**config.mk**
```make
export PLATFORM = sky130hd
export DESIGN_NAME = dmas_sequencer
export DESIGN_NICKNAME = d
export VERILOG_FILES = /design/src/logic/dmas_sequencer.v
export VERILOG_INCLUDE_DIRS = /design/src /design/src/common
export SDC_FILE = /design/constraint.sdc
export NUM_CORES = 1
export LEC_CHECK = 0
export BUFFER_PORTS_ARGS = -buffer_cell sky130_fd_sc_hd__buf_2
export CORE_MARGIN = 2
export CORE_UTILIZATION = 40
export CTS_CLUSTER_SIZE = 30
export DETAILED_ROUTE_END_ITERATION = 7
export GPL_TIMING_DRIVEN = 0
export PLACE_DENSITY = 0.61
export SLEW_MARGIN = 5
export SYNTH_ARGS = -nofsm -noshare
export SYNTH_HDL_FRONTEND = slang
export SYNTH_SLANG_ARGS = --single-unit
```
**constraint.sdc**
```tcl
create_clock -name clk_i -period 3.5 [get_ports clk_i]
set_input_delay 0.7 -clock clk_i [delete_from_list [all_inputs] [get_ports clk_i]]
set_output_delay 0.7 -clock clk_i [all_outputs]
set_load 0.01 [all_outputs]
```
**src/common/dmas_consts.vh**
```
// Constants for the display memory address sequencer
`ifndef DMAS_CONSTS_VH
`define DMAS_CONSTS_VH
`define DMAS_OFF_CMD      8'h00
`define DMAS_OFF_CTRL     8'h04
`define DMAS_OFF_STATUS   8'h08
`define DMAS_OFF_XPOS     8'h0C
`define DMAS_OFF_YPOS     8'h10
`define DMAS_OFF_SCAN     8'h14
`define DMAS_OFF_ID       8'h18
`define DMAS_CTRL_PEN     0
`define DMAS_CTRL_HSW     2
`define DMAS_CTRL_INK     1
`define DMAS_SCAN_FR_HI   2'd2
`define DMAS_SCAN_FR_LO   2'd1
`define DMAS_ST_READY     2
`define DMAS_ST_VBLANK    1
`define DMAS_ST_PERIOD0   3
`define DMAS_CMD_SCAN_A   8'h04
`define DMAS_CMD_SCAN_B   8'h06
`define DMAS_CMD_SCAN_C   8'h07
`define DMAS_CMD_SCAN_D   8'h0C
`define DMAS_CMD_DOT      8'h80
`define DMAS_LINES_REF    4
`define DMAS_REF_NORMAL   3
`define DMAS_REF_HSW      19
`define DMAS_DISP_LINES   256
`define DMAS_SEG_LAST     6'h3F
`define DMAS_SYNC_CYC     2
`define DMAS_RESP_OKAY    2'b00
`define DMAS_RESP_SLVERR  2'b10
`endif

```
**src/logic/dmas_sequencer.v**
```verilog
// Display memory access sequencer with AXI4-Lite register slave
//
// The implementer's own choices: the placing of the registers and the AXI4-Lite interface to the registers.
`timescale 1ns/1ns
`include "dmas_consts.vh"
////////////////////////////////////////////////////////////////////////////
module dmas_sequencer #(
    parameter LINES_PER_FRAME = 312,
    parameter [31:0] ID_VALUE = 32'h0000_5A5A // arbitrary value
)(
    input wire clk_i,
    input wire resetn_i,
    input wire format_select_i,
    input wire forced_write_in_i,
    input wire [7:0] s_axi_awaddr_i,
    input wire s_axi_awvalid_i,
    output wire s_axi_awready_o,
    input wire [31:0] s_axi_wdata_i,
    input wire [3:0] s_axi_wstrb_i,
    input wire s_axi_wvalid_i,
    output wire s_axi_wready_o,
    output reg [1:0] s_axi_bresp_o,
    output reg s_axi_bvalid_o,
    input wire s_axi_bready_i,
    input wire [7:0] s_axi_araddr_i,
    input wire s_axi_arvalid_i,
    output wire s_axi_arready_o,
    output reg [31:0] s_axi_rdata_o,
    output reg [1:0] s_axi_rresp_o,
    output reg s_axi_rvalid_o,
    input wire s_axi_rready_i,
    output reg [6:0] mem_addr_lines_o,
    output reg [2:0] pixel_select_lines_o,
    output reg pixel_select_top_o,
    output reg x9_o,
    output reg blanking_out_o,
    output reg window_out_o,
    output reg dot_write_n_o,
    output reg pen_data_o,
    output reg memory_marker_out_o
);
    localparam ST_IDLE = 3'b001;
    localparam ST_SYNC = 3'b010;
    localparam ST_EXEC = 3'b100;
    localparam PH_DISP = 2'b00;
    localparam PH_WRITE = 2'b11;
    localparam PH_REF = 2'b10;

    ////////////////////////////////////////////////////////////////////////
    // Scan counters: phase toggles every clock (row/column halves)
    reg phase_q;
    reg [5:0] hseg_q;
    reg [8:0] vcnt_q;
    reg [8:0] line_q;
    reg [7:0] ctrl_q;
    reg [9:0] xpos_q;
    reg [8:0] ypos_q;
    reg [7:0] cmd_q;
    reg [2:0] state_q;
    reg [1:0] sync_cnt_q;
    reg [1:0] scan_frames_q;
    reg dot_pend_q;
    wire frame_end;
    wire line_end;

    assign line_end = phase_q && (hseg_q == `DMAS_SEG_LAST);
    assign frame_end = line_end && (line_q == LINES_PER_FRAME - 1);

    always @(posedge clk_i)
    begin
        if (!resetn_i)
        begin
            phase_q <= 1'b0;
            hseg_q <= 6'h00;
            vcnt_q <= 9'h000;
            line_q <= 9'h000;
        end
        else
        begin
            phase_q <= ~phase_q;
            if (phase_q)
                hseg_q <= hseg_q + 6'h01;
            if (line_end)
            begin
                // Bit 0 is parity, line count lives above it
                vcnt_q[8:1] <= vcnt_q[8:1] + 8'h01;
                line_q <= line_q + 9'h001;
            end
            if (frame_end)
            begin
                line_q <= 9'h000;
                vcnt_q[8:1] <= 8'h00;
                vcnt_q[0] <= ~vcnt_q[0];
            end
        end
    end

    ////////////////////////////////////////////////////////////////////////
    // Frame period scheduling
    reg [1:0] period;
    reg in_disp;
    reg in_ref;
    wire [8:0] blank_line;
    wire hsw;
    wire scanning;
    assign hsw = ctrl_q[`DMAS_CTRL_HSW];
    assign blank_line = line_q - 9'd`DMAS_DISP_LINES;
    assign scanning = (scan_frames_q != 2'b00);

    always @*
    begin
        in_disp = (line_q < `DMAS_DISP_LINES);
        if (hsw)
            // Refresh cycles spread over the first DMAS_REF_HSW * DMAS_LINES_REF (76) lines of the frame
            in_ref = (line_q < `DMAS_REF_HSW * `DMAS_LINES_REF);
        else
            in_ref = !in_disp &&
                (blank_line < `DMAS_REF_NORMAL * `DMAS_LINES_REF);
        // Scan beats forced write; forced write beats display and refresh, which beat other writes
        if (scanning)
            period = PH_DISP;
        else if (forced_write_in_i)
            period = PH_WRITE;
        else if (in_disp && !hsw)
            period = PH_DISP;
        else if (in_ref)
            period = PH_REF;
        else
            period = PH_WRITE;
    end

    ////////////////////////////////////////////////////////////////////////
    // Address multiplexing
    // Pin 0 carries the most significant bit of each half
    function [6:0] pin_order;
        input [6:0] v;
        integer i;
        begin
            for (i = 0; i < 7; i = i + 1)
                pin_order[i] = v[6 - i];
        end
    endfunction

    always @(posedge clk_i)
    begin
        if (!resetn_i)
        begin
            mem_addr_lines_o <= 7'h00;
            pixel_select_lines_o <= 3'h0;
            pixel_select_top_o <= 1'b1;
            x9_o <= 1'b0;
            blanking_out_o <= 1'b1;
            window_out_o <= 1'b0;
        end
        else
        begin
            // Forced write still shows the normal blanking outline
            blanking_out_o <= !(in_disp && !hsw) || scanning;
            window_out_o <= period[0];
            pixel_select_lines_o <= xpos_q[2:0];
            x9_o <= xpos_q[9];
            if (period == PH_WRITE)
            begin
                if (!phase_q)
                    mem_addr_lines_o <= pin_order({xpos_q[8:3],
                        format_select_i ? ypos_q[1] : ypos_q[0]});
                else if (format_select_i)
                    mem_addr_lines_o <=
                        pin_order({ypos_q[8:3], ypos_q[0]});
                else
                    mem_addr_lines_o <= pin_order(ypos_q[7:1]);
                pixel_select_top_o <= format_select_i ? ypos_q[2] : 1'b1;
            end
            else
            begin
                if (!phase_q)
                    mem_addr_lines_o <=
                        pin_order({hseg_q, vcnt_q[1]});
                else if (format_select_i)
                    mem_addr_lines_o <=
                        pin_order({vcnt_q[8:3], vcnt_q[0]});
                else
                    mem_addr_lines_o <=
                        pin_order(vcnt_q[8:2]);
                pixel_select_top_o <= format_select_i ? vcnt_q[2] : 1'b1;
            end
        end
    end

    ////////////////////////////////////////////////////////////////////////
    // Command synchroniser and write processor
    wire cmd_wr;

    always @(posedge clk_i)
    begin
        if (!resetn_i)
        begin
            state_q <= ST_IDLE;
            sync_cnt_q <= 2'b00;
            cmd_q <= 8'h00;
            scan_frames_q <= 2'b00;
            dot_pend_q <= 1'b0;
            dot_write_n_o <= 1'b1;
            pen_data_o <= 1'b0;
            memory_marker_out_o <= 1'b0;
        end
        else
        begin
            dot_write_n_o <= 1'b1;
            pen_data_o <= ctrl_q[`DMAS_CTRL_INK];
            memory_marker_out_o <= scanning;
            case (state_q)
            ST_IDLE:
                if (cmd_wr)
                begin
                    cmd_q <= s_axi_wdata_i[7:0];
                    sync_cnt_q <= 2'b01;
                    state_q <= ST_SYNC;
                end
            ST_SYNC:
                // Command decode lags the bus write by the sync cycles
                if (sync_cnt_q == `DMAS_SYNC_CYC - 1)
                begin
                    state_q <= ST_EXEC;
                    if ((hsw || forced_write_in_i) && is_cmd_scan(cmd_q))
                        scan_frames_q <= format_select_i ?
                            `DMAS_SCAN_FR_HI : `DMAS_SCAN_FR_LO;
                    else
                        dot_pend_q <= 1'b1;
                end
                else
                    sync_cnt_q <= sync_cnt_q + 2'b01;
            ST_EXEC:
            begin
                if (scanning && frame_end)
                    scan_frames_q <= scan_frames_q - 2'b01;
                // Dot strobe lands on a column half of a write period
                if (dot_pend_q && period == PH_WRITE && phase_q)
                begin
                    dot_pend_q <= 1'b0;
                    dot_write_n_o <= ~ctrl_q[`DMAS_CTRL_PEN];
                end
                if (!dot_pend_q && !scanning)
                    state_q <= ST_IDLE;
            end
            default:
                state_q <= ST_IDLE;
            endcase
        end
    end

    function is_cmd_scan;
        input [7:0] c;
        begin
            is_cmd_scan = (c == `DMAS_CMD_SCAN_A) ||
                (c == `DMAS_CMD_SCAN_B) || (c == `DMAS_CMD_SCAN_C) ||
                (c == `DMAS_CMD_SCAN_D);
        end
    endfunction

    ////////////////////////////////////////////////////////////////////////
    // AXI4-Lite slave
    reg aw_q;
    reg w_q;
    reg [7:0] awaddr_q;
    reg [31:0] wdata_q;
    wire ready_bit;
    wire [31:0] status;
    assign ready_bit = (state_q == ST_IDLE);
    // Status bits: 3 write period, 2 ready, 1 blanking
    assign status = {28'h000_0000, period[0], ready_bit,
        !in_disp, 1'b0};
    assign s_axi_awready_o = !aw_q && !s_axi_bvalid_o;
    assign s_axi_wready_o = !w_q && !s_axi_bvalid_o;
    assign s_axi_arready_o = !s_axi_rvalid_o;
    wire aw_now = aw_q || (s_axi_awvalid_i && s_axi_awready_o);
    wire w_now = w_q || (s_axi_wvalid_i && s_axi_wready_o);
    wire [7:0] wa = aw_q ? awaddr_q : s_axi_awaddr_i;
    wire [31:0] wd = w_q ? wdata_q : s_axi_wdata_i;
    wire do_wr = aw_now && w_now && !s_axi_bvalid_o;
    // Host must not write a command while busy; such a command is dropped
    assign cmd_wr = do_wr && wa == `DMAS_OFF_CMD && ready_bit;

    always @(posedge clk_i)
    begin
        if (!resetn_i)
        begin
            aw_q <= 1'b0;
            w_q <= 1'b0;
            awaddr_q <= 8'h00;
            wdata_q <= 32'h0000_0000;
            s_axi_bvalid_o <= 1'b0;
            s_axi_bresp_o <= `DMAS_RESP_OKAY;
            s_axi_rvalid_o <= 1'b0;
            s_axi_rresp_o <= `DMAS_RESP_OKAY;
            s_axi_rdata_o <= 32'h0000_0000;
            ctrl_q <= 8'h00;
            xpos_q <= 10'h000;
            ypos_q <= 9'h000;
        end
        else
        begin
            if (s_axi_awvalid_i && s_axi_awready_o)
            begin
                aw_q <= 1'b1;
                awaddr_q <= s_axi_awaddr_i;
            end
            if (s_axi_wvalid_i && s_axi_wready_o)
            begin
                w_q <= 1'b1;
                wdata_q <= s_axi_wdata_i;
            end
            if (do_wr)
            begin
                aw_q <= 1'b0;
                w_q <= 1'b0;
                s_axi_bvalid_o <= 1'b1;
                s_axi_bresp_o <= `DMAS_RESP_OKAY;
                case (wa)
                `DMAS_OFF_CMD: ;
                `DMAS_OFF_CTRL: ctrl_q <= wd[7:0];
                `DMAS_OFF_XPOS: xpos_q <= wd[9:0];
                `DMAS_OFF_YPOS: ypos_q <= wd[8:0];
                default: s_axi_bresp_o <= `DMAS_RESP_SLVERR;
                endcase
            end
            else if (s_axi_bvalid_o && s_axi_bready_i)
                s_axi_bvalid_o <= 1'b0;
            if (s_axi_arvalid_i && s_axi_arready_o)
            begin
                s_axi_rvalid_o <= 1'b1;
                s_axi_rresp_o <= `DMAS_RESP_OKAY;
                case (s_axi_araddr_i)
                `DMAS_OFF_CMD: s_axi_rdata_o <= {24'h00_0000, cmd_q};
                `DMAS_OFF_CTRL: s_axi_rdata_o <= {24'h00_0000, ctrl_q};
                `DMAS_OFF_STATUS: s_axi_rdata_o <= status;
                `DMAS_OFF_XPOS: s_axi_rdata_o <= {22'h00_0000, xpos_q};
                `DMAS_OFF_YPOS: s_axi_rdata_o <= {23'h00_0000, ypos_q};
                `DMAS_OFF_SCAN:
                    s_axi_rdata_o <= {17'h0_0000, vcnt_q, hseg_q};
                `DMAS_OFF_ID: s_axi_rdata_o <= ID_VALUE;
                default:
                begin
                    s_axi_rdata_o <= 32'h0000_0000;
                    s_axi_rresp_o <= `DMAS_RESP_SLVERR;
                end
                endcase
            end
            else if (s_axi_rvalid_o && s_axi_rready_i)
                s_axi_rvalid_o <= 1'b0;
        end
    end
    // Byte strobes ignored: each writable register takes its bits whatever the strobes
    wire unused_ok = |s_axi_wstrb_i;
endmodule

```
# --- Word level (Yosys, flattened, before mapping) ---
# Index checks and enable logic that the tools add are counted.
classes:
  reduce_logical: 56
  magnitude_cmp: 3
  bitwise_logic: 4
  mux: 39
  eq_ne: 28
  addsub: 6
op_table:
  columns: ["op", "count"]
  rows:
  - ["15-bit case mux with 7 select lines", 1]
  - ["8-bit by 3-bit equality test with 1-bit output (second input constant)", 5]
  - ["7-bit two-way mux", 5]
  - ["8-bit by 4-bit equality test with 1-bit output (second input constant)", 4]
  - ["8-bit by 5-bit equality test with 1-bit output (second input constant)", 4]
  - ["2-bit two-way mux", 11]
  - ["1-bit logical AND", 20]
  - ["8-bit logical NOT", 2]
  - ["2-bit != test (second input constant)", 8]
  - ["1-bit two-way mux", 13]
  - ["10-bit two-way mux", 1]
  - ["2-bit nonzero test", 5]
  - ["9-bit by 1-bit adder with 9-bit output (second input constant)", 1]
  - ["9-bit equality test (second input constant)", 1]
  - ["1-bit logical NOT", 9]
  - ["9-bit by 4-bit < comparator with 1-bit output (second input constant)", 1]
  - ["9-bit by 7-bit < comparator with 1-bit output (second input constant)", 1]
  - ["9-bit < comparator (second input constant)", 1]
  - ["3-bit two-way mux", 3]
  - ["3-bit case mux with 3 select lines", 1]
  - ["3-bit AND reduction", 3]
  - ["9-bit subtractor (second input constant)", 1]
  - ["8-bit by 1-bit adder with 8-bit output (second input constant)", 1]
  - ["8-bit two-way mux", 1]
  - ["other kinds (18)", 33]
word_totals:
  output_inout_bits: 58
  ff_bits: 143

# --- Logic depth before layout (Yosys ltp) ---
depth:
  ltp_word: 13
  ltp_mapped: 6
  depth_no_buf: 6

# --- Least setup slack after synthesis ---
# OpenSTA, ideal clock, no wires.
synth_path:
  kind: "input -> register"
  start: "input port s_axi_araddr_i[5]"
  end: "register s_axi_rdata_o[9]"
  arrival_time_ns: 2.146
  path_slack_ns: 1.284
  stages: 5
  t_required_ns: 3.430
  setup_ns: 0.070
  cell_sequence: "or3_1 > buf_6 > or4_1 > a311o_1 > a21oi_1"
synth_via:
  elab_chain_len: 2
synth_rtl:
  columns: ["item", "line_no", "rtl"]
  rows:
  - ["from (decl)", "dmas_sequencer.v:25", "input wire [7:0] s_axi_araddr_i,"]
  - ["8-bit by 5-bit equality test with 1-bit output (tied with other cells)", "dmas_sequencer.v:333", "case (s_axi_araddr_i)"]
  - ["15-bit case mux with 7 select lines *", "dmas_sequencer.v:333", null]
  - ["to (signal assigned)", "dmas_sequencer.v:334", "`DMAS_OFF_CMD: s_axi_rdata_o <= {24'h00_0000, cmd_q};"]
  - ["to (signal assigned)", "dmas_sequencer.v:335", "`DMAS_OFF_CTRL: s_axi_rdata_o <= {24'h00_0000, ctrl_q};"]
  - ["to (signal assigned)", "dmas_sequencer.v:336", "`DMAS_OFF_STATUS: s_axi_rdata_o <= status;"]
  - ["to (decl)", "dmas_sequencer.v:28", "output reg [31:0] s_axi_rdata_o,"]
# Mark *: on every way between the ends. The rest lies on a longest branch, timed or not.
# A chain may end at the register's enable or synchronous reset.

# --- Worst setup path in the final report ---
layout_path:
  start: "register hseg_q[0]"
  end: "register line_q[4]"
layout_via:
  elab_chain_len: 4
layout_rtl:
  columns: ["item", "line_no", "rtl"]
  rows:
  - ["from (decl)", "dmas_sequencer.v:52", "reg [5:0] hseg_q;"]
  - ["from (signal assigned)", "dmas_sequencer.v:82", "hseg_q <= hseg_q + 6'h01;"]
  - ["6-bit equality test (no line) *", null, null]
  - ["1-bit logical AND *", "dmas_sequencer.v:66", "assign line_end = phase_q && (hseg_q == `DMAS_SEG_LAST);"]
  - ["1-bit logical AND", "dmas_sequencer.v:67", "assign frame_end = line_end && (line_q == LINES_PER_FRAME - 1);"]
  - ["2-bit OR reduction (no line)", null, null]
  - ["to (signal assigned)", "dmas_sequencer.v:87", "line_q <= line_q + 9'h001;"]
  - ["to (decl)", "dmas_sequencer.v:54", "reg [8:0] line_q;"]
# Marks and branches as above.

==> results.sh <==
export IMPL_synth_top_area_share_pct=42.15
export IMPL_finalSetupViolCount=0
export IMPL_wl_per_cell_um=17.43
export IMPL_netlist_cell_type_count=55
export IMPL_synth_seq_cells=124
export IMPL_tns_ps=0
export IMPL_clock_latency_ps=420
export IMPL_post_cts_buffers=0
export IMPL_endpoint_kind="flip-flop"
export IMPL_ant_nets=0
export IMPL_yosys_area_top_type="dfxtp_1"
export IMPL_crit_end="line_q[4]"
export IMPL_start_util_pct=40.68
export IMPL_drt_iter0_drc=393
export IMPL_die_w_um=125.3
export IMPL_power_frac_comb_pct=8.9
export IMPL_diodes=0
export IMPL_hold_viol=0
export IMPL_p_int_mw=2.792
export IMPL_drt_total_wl_um=17200
export IMPL_die_h_um=125.3
export IMPL_grt_pass1_vias=5166
export IMPL_crit_path_start="hseg_q[0]"
export IMPL_dp_hpwl_um=13030
export IMPL_grt_usage_pct=22.24
export IMPL_status="finished, final reports clean"
export IMPL_grt_setup_unrepaired="false"
export IMPL_finalCritPeriodShare_pct=66.14
export IMPL_p_leak_nw=2.991
export IMPL_reg2regPathDepth=6
export IMPL_grt_max_degree=17
export IMPL_final_max_slew_violation_count=0
export IMPL_regToRegSetupSlack_ps=1190
export IMPL_num_vias=5312
export IMPL_ys_top_cells_by_count="dfxtp_1, nand2_1, mux2i_1"
export IMPL_numCtsBuffers=17
export IMPL_synth_async_reset_ratio_pct=0
export IMPL_min_period_ps=2315
export IMPL_r2r_end="line_q[4]"
export IMPL_first_pass_iters=5
export IMPL_syn_inst=682
export IMPL_p_total_mw=3.659
export IMPL_max_cap_viol_count=0
export IMPL_crit_arrival_ps=2620
export IMPL_grt_overflow=0
export IMPL_hold_path_class="reg2reg"
export IMPL_cts_htree_levels=4
export IMPL_seqPwrFrac_pct=40.1
export IMPL_rows=44
export IMPL_yosys_area_share_simple_pct=21.92
export IMPL_syn_cell_area_sq_um=5889
export IMPL_synth_ff_type="dfxtp_1"
export IMPL_syn_mean_instance_area_sq_um=8.635
export IMPL_p_switching_mw=0.8674
export IMPL_switching_share_pct=23.70
export IMPL_ir_drop_mv=0.3132
export IMPL_clock_path_buffers=2
export IMPL_synth_area_mux_share_pct=13.75
export IMPL_fin_skew_ps=8.257
export IMPL_core_area_sq_um=14480
export IMPL_gp_congestion=0.8893
export IMPL_synth_top_family_by_area="simple AND/OR/NAND/NOR gates"
export IMPL_path_clk_slew_ps=60
export IMPL_synth_edff_count=0
export IMPL_required_ps=3800
export IMPL_worst_pin_slew_ps=999.6
export IMPL_p_clk_share_pct=51.0
export IMPL_synth_xor_area_share_pct=2.677
export IMPL_io_pins=119
export IMPL_port_buffers=71
export IMPL_max_slew_margin_rel_pct=32.79
export IMPL_synth_compound_area_share_pct=12.09
export IMPL_synth_most_common_cell="dfxtp_1"
export IMPL_crit_fanout=10
export IMPL_clockRootBuffer="clkbuf_16"
export IMPL_cts_resized=0
export IMPL_r2r_start="hseg_q[0]"
export IMPL_ys_warn_count=0
export IMPL_yosys_top_cells_area="dfxtp_1, mux2i_1, nand2_1, a21oi_1, nor2_1"
export IMPL_area_growth_syn_to_layout_pct=21.71
export IMPL_hold_buffers=0
export IMPL_crit_type="reg2reg"
export IMPL_max_freq_mhz=432.0
export IMPL_cts_tree="done"
export IMPL_routed_via_density=5.382
export IMPL_start_kind="flip-flop"
export IMPL_antenna_found_initial=0
export IMPL_synthAdderAreaFrac_pct=1.062
export IMPL_nNetsFinal=856
export IMPL_clock_sinks=124
export IMPL_ys_seq_area_share_pct=42.15
export IMPL_fp_dieArea_sq_um=15710
export IMPL_drc=0
export IMPL_p_per_area_nw_per_um2=510.5
export IMPL_drive_above_1_share_pct=18.93
export IMPL_grt_first_pass_wirelength_um=27550
==> worst max-delay path, cell delays in order (launching register included) <==
cell and delay, ps:
dfxtp_1 470, ha_1 220, nand3_1 350, or4_4 710, nand2_2 170, buf_4 210, nor2_1 60
==> power groups by stage <==
stage	clock [mW]	sequential, mW	combinational (mW)
after floorplan	0	1.50	0.214
after global placement	0	1.50	0.318
after detailed placement	0	1.50	0.322
after CTS	1.89	1.47	0.324
after global routing	1.96	1.47	0.358
final	1.87	1.47	0.325
==> state kept, by name, indices dropped and copies added, names as in the netlist, 2 cells and up <==
signal,flops
s_axi_rdata_o,15
wdata_q,10
xpos_q,10
line_q,9
vcnt_q,9
ypos_q,9
awaddr_q,8
cmd_q,8
ctrl_q,8
mem_addr_lines_o,7
hseg_q,6
pixel_select_lines_o,3
state_q,3
scan_frames_q,2
sync_cnt_q,2
==> cell families (layout without fill, tap and decap cells) <==
logic type | Yosys count | in the layout
AND/OR/NAND/NOR | 267 | 267
flip-flops | 124 | 124
AO/OA/AOI/OAI | 113 | 113
multiplexers | 79 | 79
buffers and inverters | 75 | 178
XOR/XNOR | 18 | 18
adder cells (fa/ha/maj) | 5 | 5
other | 1 | 19
==> worst min-delay path by stage <==
stage,depth (start not counted),from,to
after detailed placement,2,s_axi_rdata_o[8],s_axi_rdata_o[8]
after floorplan,2,xpos_q[0],pixel_select_lines_o[0]
after global placement,2,s_axi_rdata_o[1],s_axi_rdata_o[1]
after global routing,2,awaddr_q[6],awaddr_q[6]
after CTS,2,s_axi_rdata_o[8],s_axi_rdata_o[8]
final,2,s_axi_rdata_o[8],s_axi_rdata_o[8]
==> stage by stage <==
step | util (%) | hold slack [ps] | std cells | area [sq um] | setup WS [ps]
floorplan | - | 421.9 | 700 | 5957 | 1284
global placement | 45.19 | 435.0 | 955 | 6543 | 916.0
detailed placement | 45.19 | 441.4 | 955 | 6543 | 897.5
CTS | 49.51 | 454.7 | 987 | 7168 | 1215
global route | 49.51 | 481.1 | 987 | 7168 | 1079
finish | 49.51 | 447.3 | 987 | 7168 | 1185
==> placed cells by master (no fill, tap or decap), types with 6 or more instances in the layout <==
| cell | Yosys | final |
|---|---|---|
| mux2_2 | 15 | 15 |
| nor3b_1 | 7 | 7 |
| nand2b_1 | 6 | 6 |
| buf_4 | 20 | 20 |
| nor2_1 | 48 | 48 |
| inv_1 | 17 | 17 |
| nand4_1 | 8 | 8 |
| nor3_1 | 15 | 15 |
| conb_1 | 1 | 19 |
| clkbuf_1 | 26 | 27 |
| dfxtp_1 | 124 | 124 |
| mux2i_1 | 64 | 64 |
| o21ai_0 | 17 | 17 |
| or4_1 | 6 | 6 |
| clkbuf_16 | 0 | 17 |
| a211oi_1 | 8 | 8 |
| buf_2 | 5 | 76 |
| nand2_1 | 118 | 118 |
| buf_1 | 6 | 6 |
| a21oi_1 | 49 | 49 |
| nor4_1 | 12 | 12 |
| nand3_1 | 13 | 13 |
| xnor2_1 | 15 | 15 |
==> metal layers <==
layer | wire length, um | share of wire (%) | GRT usage, %
met1 | 8053 | 47 | 29.75
met2 | 8072 | 47 | 36.51
met3 | 827 | 4.8 | 3.937
met4 | 246 | 1.4 | 7.320
met5 | 0 | 0 | 0
==> cell type report <==
type | instances | area (sq um)
tap | 184 | 230.2
inverter | 17 | 63.81
clock buffer | 20 | 456.7
clock inverter | 12 | 168.9
multi-input combinational | 501 | 3104
fill | 1418 | 7311
buffer | 58 | 306.5
timing repair buffer | 71 | 355.3
sequential | 124 | 2482
No activity file was read; power rests on OpenSTA's default activity.
